File: config.mk
export PLATFORM = sky130hd
export DESIGN_NAME = asx_alu
export DESIGN_NICKNAME = d
export VERILOG_FILES = /design/src/asx_pkg.sv /design/src/asx_alu.sv /design/src/asx_regfile.sv
export VERILOG_INCLUDE_DIRS = /design/src
export SDC_FILE = /design/constraint.sdc
export NUM_CORES = 2
export LEC_CHECK = 0
export BUFFER_PORTS_ARGS = -buffer_cell sky130_fd_sc_hd__buf_2
export CORE_ASPECT_RATIO = 1.75
export CORE_MARGIN = 2
export CORE_UTILIZATION = 45
export DETAILED_ROUTE_END_ITERATION = 12
export MAX_ROUTING_LAYER = met4
export SLEW_MARGIN = 5
export SYNTH_ARGS = -nofsm -noshare
export SYNTH_HDL_FRONTEND = slang
export SYNTH_SLANG_ARGS = --single-unit
File: constraint.sdc
create_clock -name i_clk_sys -period 17.7 [get_ports i_clk_sys]
set_clock_uncertainty 0.05 [all_clocks]
set_input_delay 2.655 -clock i_clk_sys [delete_from_list [all_inputs] [get_ports i_clk_sys]]
set_output_delay 2.655 -clock i_clk_sys [all_outputs]
set_load 0.03 [all_outputs]
File: src/asx_map.svh
// Constants for the subtract, exclusive-or and nibble-exchange datapath slice
`ifndef ASX_MAP_SVH
`define ASX_MAP_SVH
`define ASX_DATA_W 8
`define ASX_ADDR_W 7
`define ASX_REG_DEPTH 128
`define ASX_ACC_RST 8'h00
`define ASX_FLAG_RST 1'b0
`define ASX_DEST_ACC 1'b0
`define ASX_DEST_REG 1'b1
`define ASX_NIB_LO 3
`define ASX_NIB_HI 7
`define ASX_OP_NONE 6'h01
`define ASX_OP_LIT_SUB 6'h02
`define ASX_OP_LIT_XOR 6'h04
`define ASX_OP_REG_SUB 6'h08
`define ASX_OP_SWAP 6'h10
`define ASX_OP_REG_XOR 6'h20
`endif

File: src/asx_pkg.sv
// Types shared by the datapath slice
package asx_pkg;
    // One-hot operation codes
    typedef enum logic [5:0] {
        ASX_NONE    = 6'h01,
        ASX_LIT_SUB = 6'h02,
        ASX_LIT_XOR = 6'h04,
        ASX_REG_SUB = 6'h08,
        ASX_SWAP    = 6'h10,
        ASX_REG_XOR = 6'h20
    } asx_op_t;
endpackage : asx_pkg

File: src/asx_alu.sv
// Subtract, exclusive-or and nibble-exchange datapath slice
//
// Function
// - literal minus accumulator into accumulator, C DC Z
// - accumulator xor literal into accumulator, Z only
// - register minus accumulator to destination, C DC Z
// - swap register nibbles, flags unchanged
// - accumulator xor register to destination, Z only
// - destination bit 0 accumulator, 1 register
`timescale 1ns/1ps
`include "asx_map.svh"
module asx_alu #(
    parameter int DATA_W = `ASX_DATA_W,
    parameter int ADDR_W = `ASX_ADDR_W,
    parameter int DEPTH = `ASX_REG_DEPTH
) (
    // Clock and reset
    input wire logic i_clk_sys,
    input wire logic i_reset,
    // Operation request from the decoder
    input wire logic i_start,
    input wire asx_pkg::asx_op_t i_op,
    input wire logic [DATA_W-1:0] i_literal,
    input wire logic [ADDR_W-1:0] i_reg_addr,
    input wire logic i_dest_sel,
    // Register file preload port
    input wire logic i_rf_wr,
    input wire logic [ADDR_W-1:0] i_rf_addr,
    input wire logic [DATA_W-1:0] i_rf_data,
    // Architectural state out
    output logic [DATA_W-1:0] o_acc,
    output logic o_carry,
    output logic o_digit_carry_flag,
    output logic o_zero,
    // Completion and register write-back view
    output logic o_done,
    output logic o_busy,
    output logic o_reg_wr,
    output logic [ADDR_W-1:0] o_reg_wr_addr,
    output logic [DATA_W-1:0] o_reg_wr_data
);
    import asx_pkg::*;

    // Sequencer states, one-hot
    typedef enum logic [2:0] {
        ASX_IDLE = 3'b001,
        ASX_FETCH = 3'b010,
        ASX_EXEC = 3'b100
    } asx_state_t;

    // Subtraction result with inverted borrows
    typedef struct packed {
        logic [DATA_W-1:0] res;
        logic c;
        logic dc;
    } asx_sub_t;

    // a minus b by adding the complement plus one
    function automatic asx_sub_t sub_nb(input logic [DATA_W-1:0] a,
                                        input logic [DATA_W-1:0] b);
        asx_sub_t r;
        logic [DATA_W:0] full;
        logic [4:0] low;
        full = {1'b0, a} + {1'b0, ~b} + {{DATA_W{1'b0}}, 1'b1};
        low = {1'b0, a[3:0]} + {1'b0, ~b[3:0]} + 5'h01;
        r.res = full[DATA_W-1:0];
        r.c = full[DATA_W];
        r.dc = low[4];
        return r;
    endfunction : sub_nb

    // Nibble exchange of a byte
    function automatic logic [DATA_W-1:0] swap_nib(
        input logic [DATA_W-1:0] v);
        return {v[`ASX_NIB_LO:0], v[`ASX_NIB_HI:`ASX_NIB_LO+1]};
    endfunction : swap_nib

    // Latched request
    asx_state_t state_ff;
    asx_op_t op_ff;
    logic [DATA_W-1:0] lit_ff;
    logic [ADDR_W-1:0] addr_ff;
    logic dest_ff;
    // Register file read data
    logic [DATA_W-1:0] rf_rd;
    // Write-back enable into the register file
    logic rf_we;
    logic [ADDR_W-1:0] rf_wa;
    logic [DATA_W-1:0] rf_wd;
    // Combinational results
    asx_sub_t nxt_sub;
    logic [DATA_W-1:0] nxt_res;
    logic nxt_to_reg;

    // Register file instance
    asx_regfile #(
        .DATA_W(DATA_W),
        .ADDR_W(ADDR_W),
        .DEPTH(DEPTH)
    ) u_rf (
        .i_clk_sys(i_clk_sys),
        .i_wr_en(rf_we),
        .i_wr_addr(rf_wa),
        .i_wr_data(rf_wd),
        .i_rd_addr(i_start ? i_reg_addr : addr_ff),
        .o_rd_data(rf_rd)
    );

    // Sequencer: idle, wait one cycle for read data, execute
    always_ff @(posedge i_clk_sys)
    begin
        if (i_reset)
        begin
            state_ff <= ASX_IDLE;
        end
        else
        begin
            unique case (state_ff)
                ASX_IDLE:
                begin
                    if (i_start)
                    begin
                        state_ff <= ASX_FETCH;
                    end
                end
                ASX_FETCH: state_ff <= ASX_EXEC;
                ASX_EXEC: state_ff <= ASX_IDLE;
                default: state_ff <= ASX_IDLE;
            endcase
        end
    end

    // Capture the request only when idle; a later start in FETCH still switches the register read address
    always_ff @(posedge i_clk_sys)
    begin
        if (i_reset)
        begin
            op_ff <= ASX_NONE;
            lit_ff <= '0;
            addr_ff <= '0;
            dest_ff <= `ASX_DEST_ACC;
        end
        else if (i_start && state_ff == ASX_IDLE)
        begin
            op_ff <= i_op;
            lit_ff <= i_literal;
            addr_ff <= i_reg_addr;
            dest_ff <= i_dest_sel;
        end
    end

    // Operand selection and result
    always_comb
    begin
        nxt_sub = sub_nb(lit_ff, o_acc);
        nxt_res = o_acc;
        nxt_to_reg = 1'b0;
        unique case (op_ff)
            ASX_LIT_SUB:
            begin
                nxt_res = nxt_sub.res;
            end
            ASX_LIT_XOR:
            begin
                nxt_res = o_acc ^ lit_ff;
            end
            ASX_REG_SUB:
            begin
                nxt_sub = sub_nb(rf_rd, o_acc);
                nxt_res = nxt_sub.res;
                nxt_to_reg = dest_ff;
            end
            ASX_SWAP:
            begin
                nxt_res = swap_nib(rf_rd);
                nxt_to_reg = dest_ff;
            end
            ASX_REG_XOR:
            begin
                nxt_res = o_acc ^ rf_rd;
                nxt_to_reg = dest_ff;
            end
            default:
            begin
                nxt_res = o_acc;
            end
        endcase
    end

    // Write-back path, preload only when idle
    always_comb
    begin
        if (state_ff == ASX_EXEC && nxt_to_reg)
        begin
            rf_we = 1'b1;
            rf_wa = addr_ff;
            rf_wd = nxt_res;
        end
        else
        begin
            rf_we = i_rf_wr && state_ff == ASX_IDLE;
            rf_wa = i_rf_addr;
            rf_wd = i_rf_data;
        end
    end

    // Accumulator update
    always_ff @(posedge i_clk_sys)
    begin
        if (i_reset)
        begin
            o_acc <= `ASX_ACC_RST;
        end
        else if (state_ff == ASX_EXEC && op_ff != ASX_NONE && !nxt_to_reg)
        begin
            o_acc <= nxt_res;
        end
    end

    // Carry and digit carry only on subtractions
    always_ff @(posedge i_clk_sys)
    begin
        if (i_reset)
        begin
            o_carry <= `ASX_FLAG_RST;
            o_digit_carry_flag <= `ASX_FLAG_RST;
        end
        else if (state_ff == ASX_EXEC &&
                 (op_ff == ASX_LIT_SUB || op_ff == ASX_REG_SUB))
        begin
            o_carry <= nxt_sub.c;
            o_digit_carry_flag <= nxt_sub.dc;
        end
    end

    // Zero flag on all but the nibble exchange and ASX_NONE
    always_ff @(posedge i_clk_sys)
    begin
        if (i_reset)
        begin
            o_zero <= `ASX_FLAG_RST;
        end
        else if (state_ff == ASX_EXEC && op_ff != ASX_SWAP &&
                 op_ff != ASX_NONE)
        begin
            o_zero <= (nxt_res == '0);
        end
    end

    // Handshake and write-back mirror, all registered
    always_ff @(posedge i_clk_sys)
    begin
        if (i_reset)
        begin
            o_done <= 1'b0;
            o_busy <= 1'b0;
            o_reg_wr <= 1'b0;
            o_reg_wr_addr <= '0;
            o_reg_wr_data <= '0;
        end
        else
        begin
            o_done <= state_ff == ASX_EXEC;
            o_busy <= (state_ff == ASX_IDLE) ? i_start
                                             : (state_ff == ASX_FETCH);
            o_reg_wr <= state_ff == ASX_EXEC && nxt_to_reg;
            o_reg_wr_addr <= addr_ff;
            o_reg_wr_data <= nxt_res;
        end
    end
endmodule : asx_alu

File: src/asx_regfile.sv
// Small register file with registered read data
`timescale 1ns/1ps
module asx_regfile #(
    parameter int DATA_W = 8,
    parameter int ADDR_W = 7,
    parameter int DEPTH = 128
) (
    // Clock
    input wire logic i_clk_sys,
    // Write port
    input wire logic i_wr_en,
    input wire logic [ADDR_W-1:0] i_wr_addr,
    input wire logic [DATA_W-1:0] i_wr_data,
    // Read port
    input wire logic [ADDR_W-1:0] i_rd_addr,
    output logic [DATA_W-1:0] o_rd_data
);
    // Storage array, no reset so it maps to RAM
    logic [DATA_W-1:0] mem_ff [DEPTH];

    // Write on strobe
    always_ff @(posedge i_clk_sys)
    begin
        if (i_wr_en)
        begin
            mem_ff[i_wr_addr] <= i_wr_data;
        end
    end

    // Registered read, old data on same-address collision
    always_ff @(posedge i_clk_sys)
    begin
        o_rd_data <= mem_ff[i_rd_addr];
    end
endmodule : asx_regfile

== Word level (Yosys, flattened, before mapping) ==
Memories as Yosys holds them, arrays and structs flattened. A register that Yosys moved wholly into a read port is not among the register bits.
Index checks and enable logic that the tools add are counted.
W data, S select, Z words.
Storage, ports and cells
  memories: 1
  register bits after elaboration: 54
  bits of input ports: 41
  word-level logic and storage cells: 62
  RAM bits: 1024
Memory list
  u_rf.mem_ff: words 128, width 8, read ports 1, clocked after Yosys merged registers in 1, wr ports 1, line asx_regfile.sv:19  | logic [DATA_W-1:0] mem_ff [DEPTH];
Cells by class
  bitwise operators: 4
  eq/ne operators: 11
  add/subtract/negate cells: 8
  reductions and logical operators: 12
  mux-type cells: 12
Operators by type and width (count)
  $pmux W8 S5: 1
  $add A8 B8 Y9: 2
  $add A9 B1 Y9 const B: 2
  $xor A8 B8 Y8: 2
  $mux W7: 2
  $add A4 B4 Y5: 2
  $add A5 B1 Y5 const B: 2
  $logic_and A1 B1 Y1: 8
  $logic_not A8 Y1: 1
  $mux W8: 1
  $not A8 Y8: 1
  $eq A6 B2 Y1 const B: 1
  $eq A6 B3 Y1 const B: 1
  $eq A6 B4 Y1 const B: 1
  $eq A6 B5 Y1 const B: 1
  $eq A6 B6 Y1 const B: 1
  $ne A6 B1 Y1 const B: 1
  $ne A6 B5 Y1 const B: 1
  $pmux W3 S2: 1
  $mux W1: 5
  $not A4 Y4: 1
  $eq A3 B1 Y1 const B: 1
  $eq A3 B2 Y1 const B: 1
  $eq A3 B3 Y1 const B: 1
  other kinds (6): 6

== Depth between registers and ports, before layout ==
  depth after elaboration: 7
  gate-level depth with buffers: 14
  gate-level depth less buffers: 11

== By module ==
From an unflattened synthesis, not the netlist that was laid out.
Second synthesis, totals
  cells, all modules: 2026
  area, all modules: 42908.7 µm²
Modules (own cells, without submodules)
  asx_regfile: seq. area each 30909.6 µm², cells each 1635, instances 1, area each 39665.5 µm²
  asx_alu: seq. area each 1081.0 µm², cells each 391, instances 1, area each 3243.1 µm²

== Least setup slack after synthesis ==
Ideal clock, no wire load.
  kind: flip-flop to flip-flop
  from: register o_acc[0]
  to: memory u_rf.mem_ff[0][6] (data pin)
  path slack: 9.267 ns
  cell stages (with the launch flop): 11
  setup time: 1.197 ns
  data arrival time: 7.186 ns
  required time: 16.453 ns
  cells stage by stage: dfxtp_1 -> ha_1 -> inv_1 -> fa_1 -> a21o_1 -> a21oi_1 -> o21ai_0 -> xor2_1 -> nand2_1 -> and3_1 -> o21ai_0
Between the ends
  longest elaborated chain between the ends: 5
  elaborated cells between the ends (all ways): 7
Ends and longest elaborated chain
  start: declaration: line asx_alu.sv:31  | output logic [DATA_W-1:0] o_acc,
  start signal: assignment: line asx_alu.sv:212  | o_acc <= `ASX_ACC_RST;
  start signal: assignment: line asx_alu.sv:216  | o_acc <= nxt_res;
  $not A8 Y8 *: line asx_alu.sv:64  | full = {1'b0, a} + {1'b0, ~b} + {{DATA_W{1'b0}}, 1'b1};
  $add A8 B8 Y9: line asx_alu.sv:64
  $add A9 B1 Y9: line asx_alu.sv:64
  $pmux W8 S5 *: line asx_alu.sv:158  | unique case (op_ff)
  $mux W8 *: line asx_alu.sv:193  | if (state_ff == ASX_EXEC && nxt_to_reg)
  net rf_wd[6]: line asx_alu.sv:89  | logic [DATA_W-1:0] rf_wd;
  end: declaration: line asx_regfile.sv:19
Mark *: on every way through the listed nets, which the timed path passes. The rest lies on a longest branch.

== Final worst setup path ==
  from: input i_start
  to: register u_rf.o_rd_data[0], read port of u_rf.mem_ff
Between the ends
  longest elaborated chain between the ends: 1
Ends and longest elaborated chain
  start: declaration: line asx_alu.sv:21  | input wire logic i_start,
  $mux W7: line asx_alu.sv:105  | .i_rd_addr(i_start ? i_reg_addr : addr_ff),
  end: declaration: line asx_regfile.sv:16  | output logic [DATA_W-1:0] o_rd_data
No other way between the ends.
A chain may end at the register's enable or synchronous reset.

==> results <==
- The clock-pin slew of the registers on the worst-case setup and hold paths is ~0.07 ns.
- The initial antenna violation count is 3.
- For this run, the register share of the synthesized area comes to about three quarters.
- In the routed layout, each cell is associated on average with a via count of about 6.
- The routed via count is about 23000.
- STA puts the critical path data required time at 18.26 ns.
- The peak fanout along the critical path is between 100 and 150.
- After floorplanning, the core was divided into 150 placement rows.
- The internal power summed over all cells is just over 4000 uW.
- The number of H-tree levels is 3.
- The clock insertion delay at the later pin of the skew report is about 0.70 ns.
- Measured against its own limit, the worst slew margin works out to 9.077%.
- The worst flop-to-flop path startpoint is op_ff[5].
- The max-slew violation total from the final report came to 0.
- The share of Yosys cell area claimed by the top area cell type is between 70% and 80%.
- The overall die height is 414.2 um.
- The proportion of layout cells with a drive suffix above 1 is 18.23%.
- For the final routed database, the setup TNS stands at 0 ns.
- The post-CTS setup-driven buffer insertion count is 0.
- The final antenna-violating net count is 0.
- The synthesized netlist occupies a cell area of approximately 43000 um^2.
- In this run the deepest clock path goes through 3 buffers.
- The number of global-route vias before repair came to ~24000.
- The proportion of register bits with asynchronous set or reset after synthesis is 0%.
- The part of the total power dissipated in the clock network is about two fifths.
- The routed wire length is ~110 mm.
- The maximum ir drop on the vdd rail is about 0.069 mV.
- The routability congestion estimate from global placement is slightly above 0.9.
- Setup violations remaining at the end of the flow were counted as 0.
- The first global-routing pass estimated 165.4 mm of wire.
- After layout, the worst path uses 37.79% of the clock period.
- The port buffer count is 69.
- STA classifies the critical path endpoint as a register.
- For the pin with the worst max-slew slack, the measured transition is about 1.4 ns.
- The footprint of the multi-input gates is 10770 um^2.
- The count of final hold-check violations is 0.
- Synthesis produced around 2500 cells.
- The effective utilization at floorplan is a little under half.
- The maximum number of pins on one net before global-route repair is approximately 130.
- The terminating pin of the worst hold path is lit_ff[0].
- The storage element area is about 32000 um^2.
- The number of hold buffers added after cts is 0.
- The number of maximum-capacitance violations is 0.
- A synthesized cell averages between 15 and 20 um^2.
- Of the total power, the share spent switching nets is 23.44%.
- After layout, the minimum clock period comes to about 6.7 ns.
- The relative contribution of sequential cells to total power is a little over half.
- For this run, the total global-route usage over all layers was measured as a little under a quarter.
- Dividing the detail-routed wire length by the instance count gives a little under 30 um.
- Once detailed placement completed, the half-perimeter wirelength came to around 74 mm.
- TritonCTS built the clock tree.
- The classification of the worst-slack hold path is register to register.
- After detailed routing, the number of remaining DRC violations is 0.
- Counting distinct cell types in the post-synthesis netlist gives 67.
- For this run, the number of Yosys warnings is 0.
- The most frequent cell after synthesis is sky130_fd_sc_hd__edfxtp_1.
- Ranked by total cell area, the synthesized netlist is headed by sky130_fd_sc_hd__edfxtp_1 (71%), sky130_fd_sc_hd__mux4_2 (9.1%), sky130_fd_sc_hd__mux2i_1 (3.6%).
- The synthesized design contains roughly 1100 register bits.
- During I/O placement, the number of pins put on the boundary was 70.
- The number of nets handed over by synthesis was between 2000 and 3000.
- Buffers inserted during clock tree synthesis total 94.
- The total number of nets in the final design is about 2600.
- The worst hold path cell count is 2.
- For this design the ratio of total power to cell area is roughly 110 nW/um^2.
- Per report_power, the combinational group accounts for slightly above 8% of the total.
- The standby leakage power is 0.01506 uW.
- The reg-to-reg setup timing slack is 12.63 ns.
- The highest attainable clock frequency is 149.5 MHz.
- Data arrives at the worst endpoint at 7.25 ns.
- The buffer cell driving the clock tree root is sky130_fd_sc_hd__clkbuf_16.
- Counting cells, the worst reg-to-reg path comes to 7.
- Among all flip-flop cells after synthesis, the most frequent one is sky130_fd_sc_hd__edfxtp_1.
- The first routing iteration left between 2000 and 2500 violations.
- The run finished with clean final reports.
- Measured on the finished design, the core utilization comes to 50.44%.
- The start point of the worst min-delay path is lit_ff[0].
- The count of flip-flops with a built-in enable after synthesis is between 1000 and 1500.
- The endpoint of the worst register-to-register path is u_rf.mem_ff[103][0].
- The standard cell core area is between 90000 and 100000 um^2.
- The type of the worst setup path is primary input to register.
- For this run, the detailed router's first-pass iteration total came to 5.
- The die covers ~99000 um^2.
- The clock drives between 1000 and 1500 sinks.
- The filler cell count in the final layout is approximately 7700.
- The analysis attributes to net switching a power of 1252 uW.
- The worst setup path is launched from a primary input.
- The number of gates resized after CTS was 0.
- From left edge to right edge, the die measures ~240 um.
- Relative to the synthesized area, the layout overhead comes to 11.17%.
- The commonest cells after synthesis are sky130_fd_sc_hd__edfxtp_1 (1024), sky130_fd_sc_hd__nand2_1 (190), sky130_fd_sc_hd__nor2_1 (175), sky130_fd_sc_hd__mux4_2 (174), sky130_fd_sc_hd__mux2i_1 (155).
- The largest total area in the synthesized netlist belongs to sky130_fd_sc_hd__edfxtp_1.
- Setup repair after global routing left no endpoint under its margin.
- After global routing the overflow that remains totals 0.
==> power groups by stage <==
stage | Combinational (uW) | Clock, uW | Sequential (uW)
after floorplan | 273 | 0 | 2900
after global placement | 430 | 0 | 2900
after detailed placement | 436 | 0 | 2900
after CTS | 437 | 2100 | 2840
after global routing | 459 | 2190 | 2840
final | 434 | 2070 | 2840
==> area by class of cell <==
type | instances | area share, %
repair buffers | 116 | 1.530
diodes | 4 | 0.02081
clock buffers | 119 | 5.258
flip-flops and latches | 1086 | 66.52
well taps | 1216 | 3.163
inverters | 13 | 0.1015
multi-input cells | 1230 | 22.38
clock inverters | 47 | 1.028
==> stage by stage <==
step | std cells | hold slack [ns] | setup slack (ns) | area [um^2] | power, uW
after floorplan | 2461 | 0.3863 | 9.267 | 43260 | 3172
after global routing | 3830 | 0.4617 | 10.66 | 48090 | 5493
after CTS | 3827 | 0.4183 | 11.01 | 48080 | 5374
after global placement | 3661 | 0.4072 | 10.31 | 45060 | 3327
final | 3831 | 0.4162 | 11.01 | 48090 | 5342
after detailed placement | 3661 | 0.4052 | 10.26 | 45060 | 3333
==> cell usage in the layout (no fill, tap or decap), drive strengths merged, types with 7 or more instances in the layout <==
cell    Yosys  routed
o221ai     36      36
o22ai      50      50
clkbuf     66     119
o211ai      9       9
mux2i     155     155
o31ai      12      12
mux4      174     174
nand2b      9       9
nor2      175     175
a211oi     12      12
dfxtp      62      62
xor2       12      12
nand2     192     192
a221oi     10      10
bufinv      0       7
a22oi      44      44
mux2       18      18
nor3       10      10
nor2b      12      12
and3        9       9
clkinv      0      27
nand3      55      55
o21ai      65      65
buf        66     116
nand3b     10      10
edfxtp   1024    1024
ha         18      18
nand4      15      15
inv        13      20
a21oi      69      69
a31oi      12      12
==> layer usage <==
layer  vias up  share of wire (%)  track usage, %
li1      10000                  -               -
met1     11880                 36           25.99
met2       820                 53           41.60
met3       227                5.0           3.435
met4         0                6.2           14.05
met5         -                  0               -
==> flip-flops by register name, summed over array words and instances, names as in the netlist, 3 cells and up <==
name / cells
u_rf.mem_ff: 1024
lit_ff: 8
o_acc: 8
o_reg_wr_data: 8
u_rf.o_rd_data: 8
addr_ff: 7
o_reg_wr_addr: 7
op_ff: 6
state_ff: 3
==> worst max-delay path: stages <==
cell and delay, ns:
sky130_fd_sc_hd__buf_2 0.51, sky130_fd_sc_hd__mux2_8 0.78, sky130_fd_sc_hd__buf_12 0.63, sky130_fd_sc_hd__buf_12 0.74
sky130_fd_sc_hd__mux2i_1 0.21, sky130_fd_sc_hd__o221ai_1 0.40, sky130_fd_sc_hd__o22ai_1 0.15, sky130_fd_sc_hd__o21ai_0 0.36
sky130_fd_sc_hd__nand2_1 0.12, sky130_fd_sc_hd__o31ai_1 0.21
==> cells by family after synthesis <==
group | after synthesis | share of synthesized area, %
flip-flops | 1086 | 73.94
buffers and inverters | 145 | 1.559
XOR/XNOR | 15 | 0.3037
adder cells (fa/ha/maj) | 20 | 0.6131
AO/OA/AOI/OAI | 341 | 5.269
AND/OR/NAND/NOR | 507 | 5.200
multiplexers | 347 | 13.11
==> worst max-delay path by stage <==
stage	from	to	slack, ns	depth (start not counted)
2_1_floorplan	o_acc[0]	u_rf.mem_ff[0][6]	9.27	10
3_3_place_gp	i_start	u_rf.o_rd_data[6]	10.31	10
3_5_place_dp	i_start	u_rf.o_rd_data[6]	10.26	10
4_1_cts	i_start	u_rf.o_rd_data[6]	11.01	10
5_1_grt	i_start	u_rf.o_rd_data[3]	10.66	10
6_report	i_start	u_rf.o_rd_data[0]	11.01	10
Note: power is estimated with default switching activity, not from simulation.
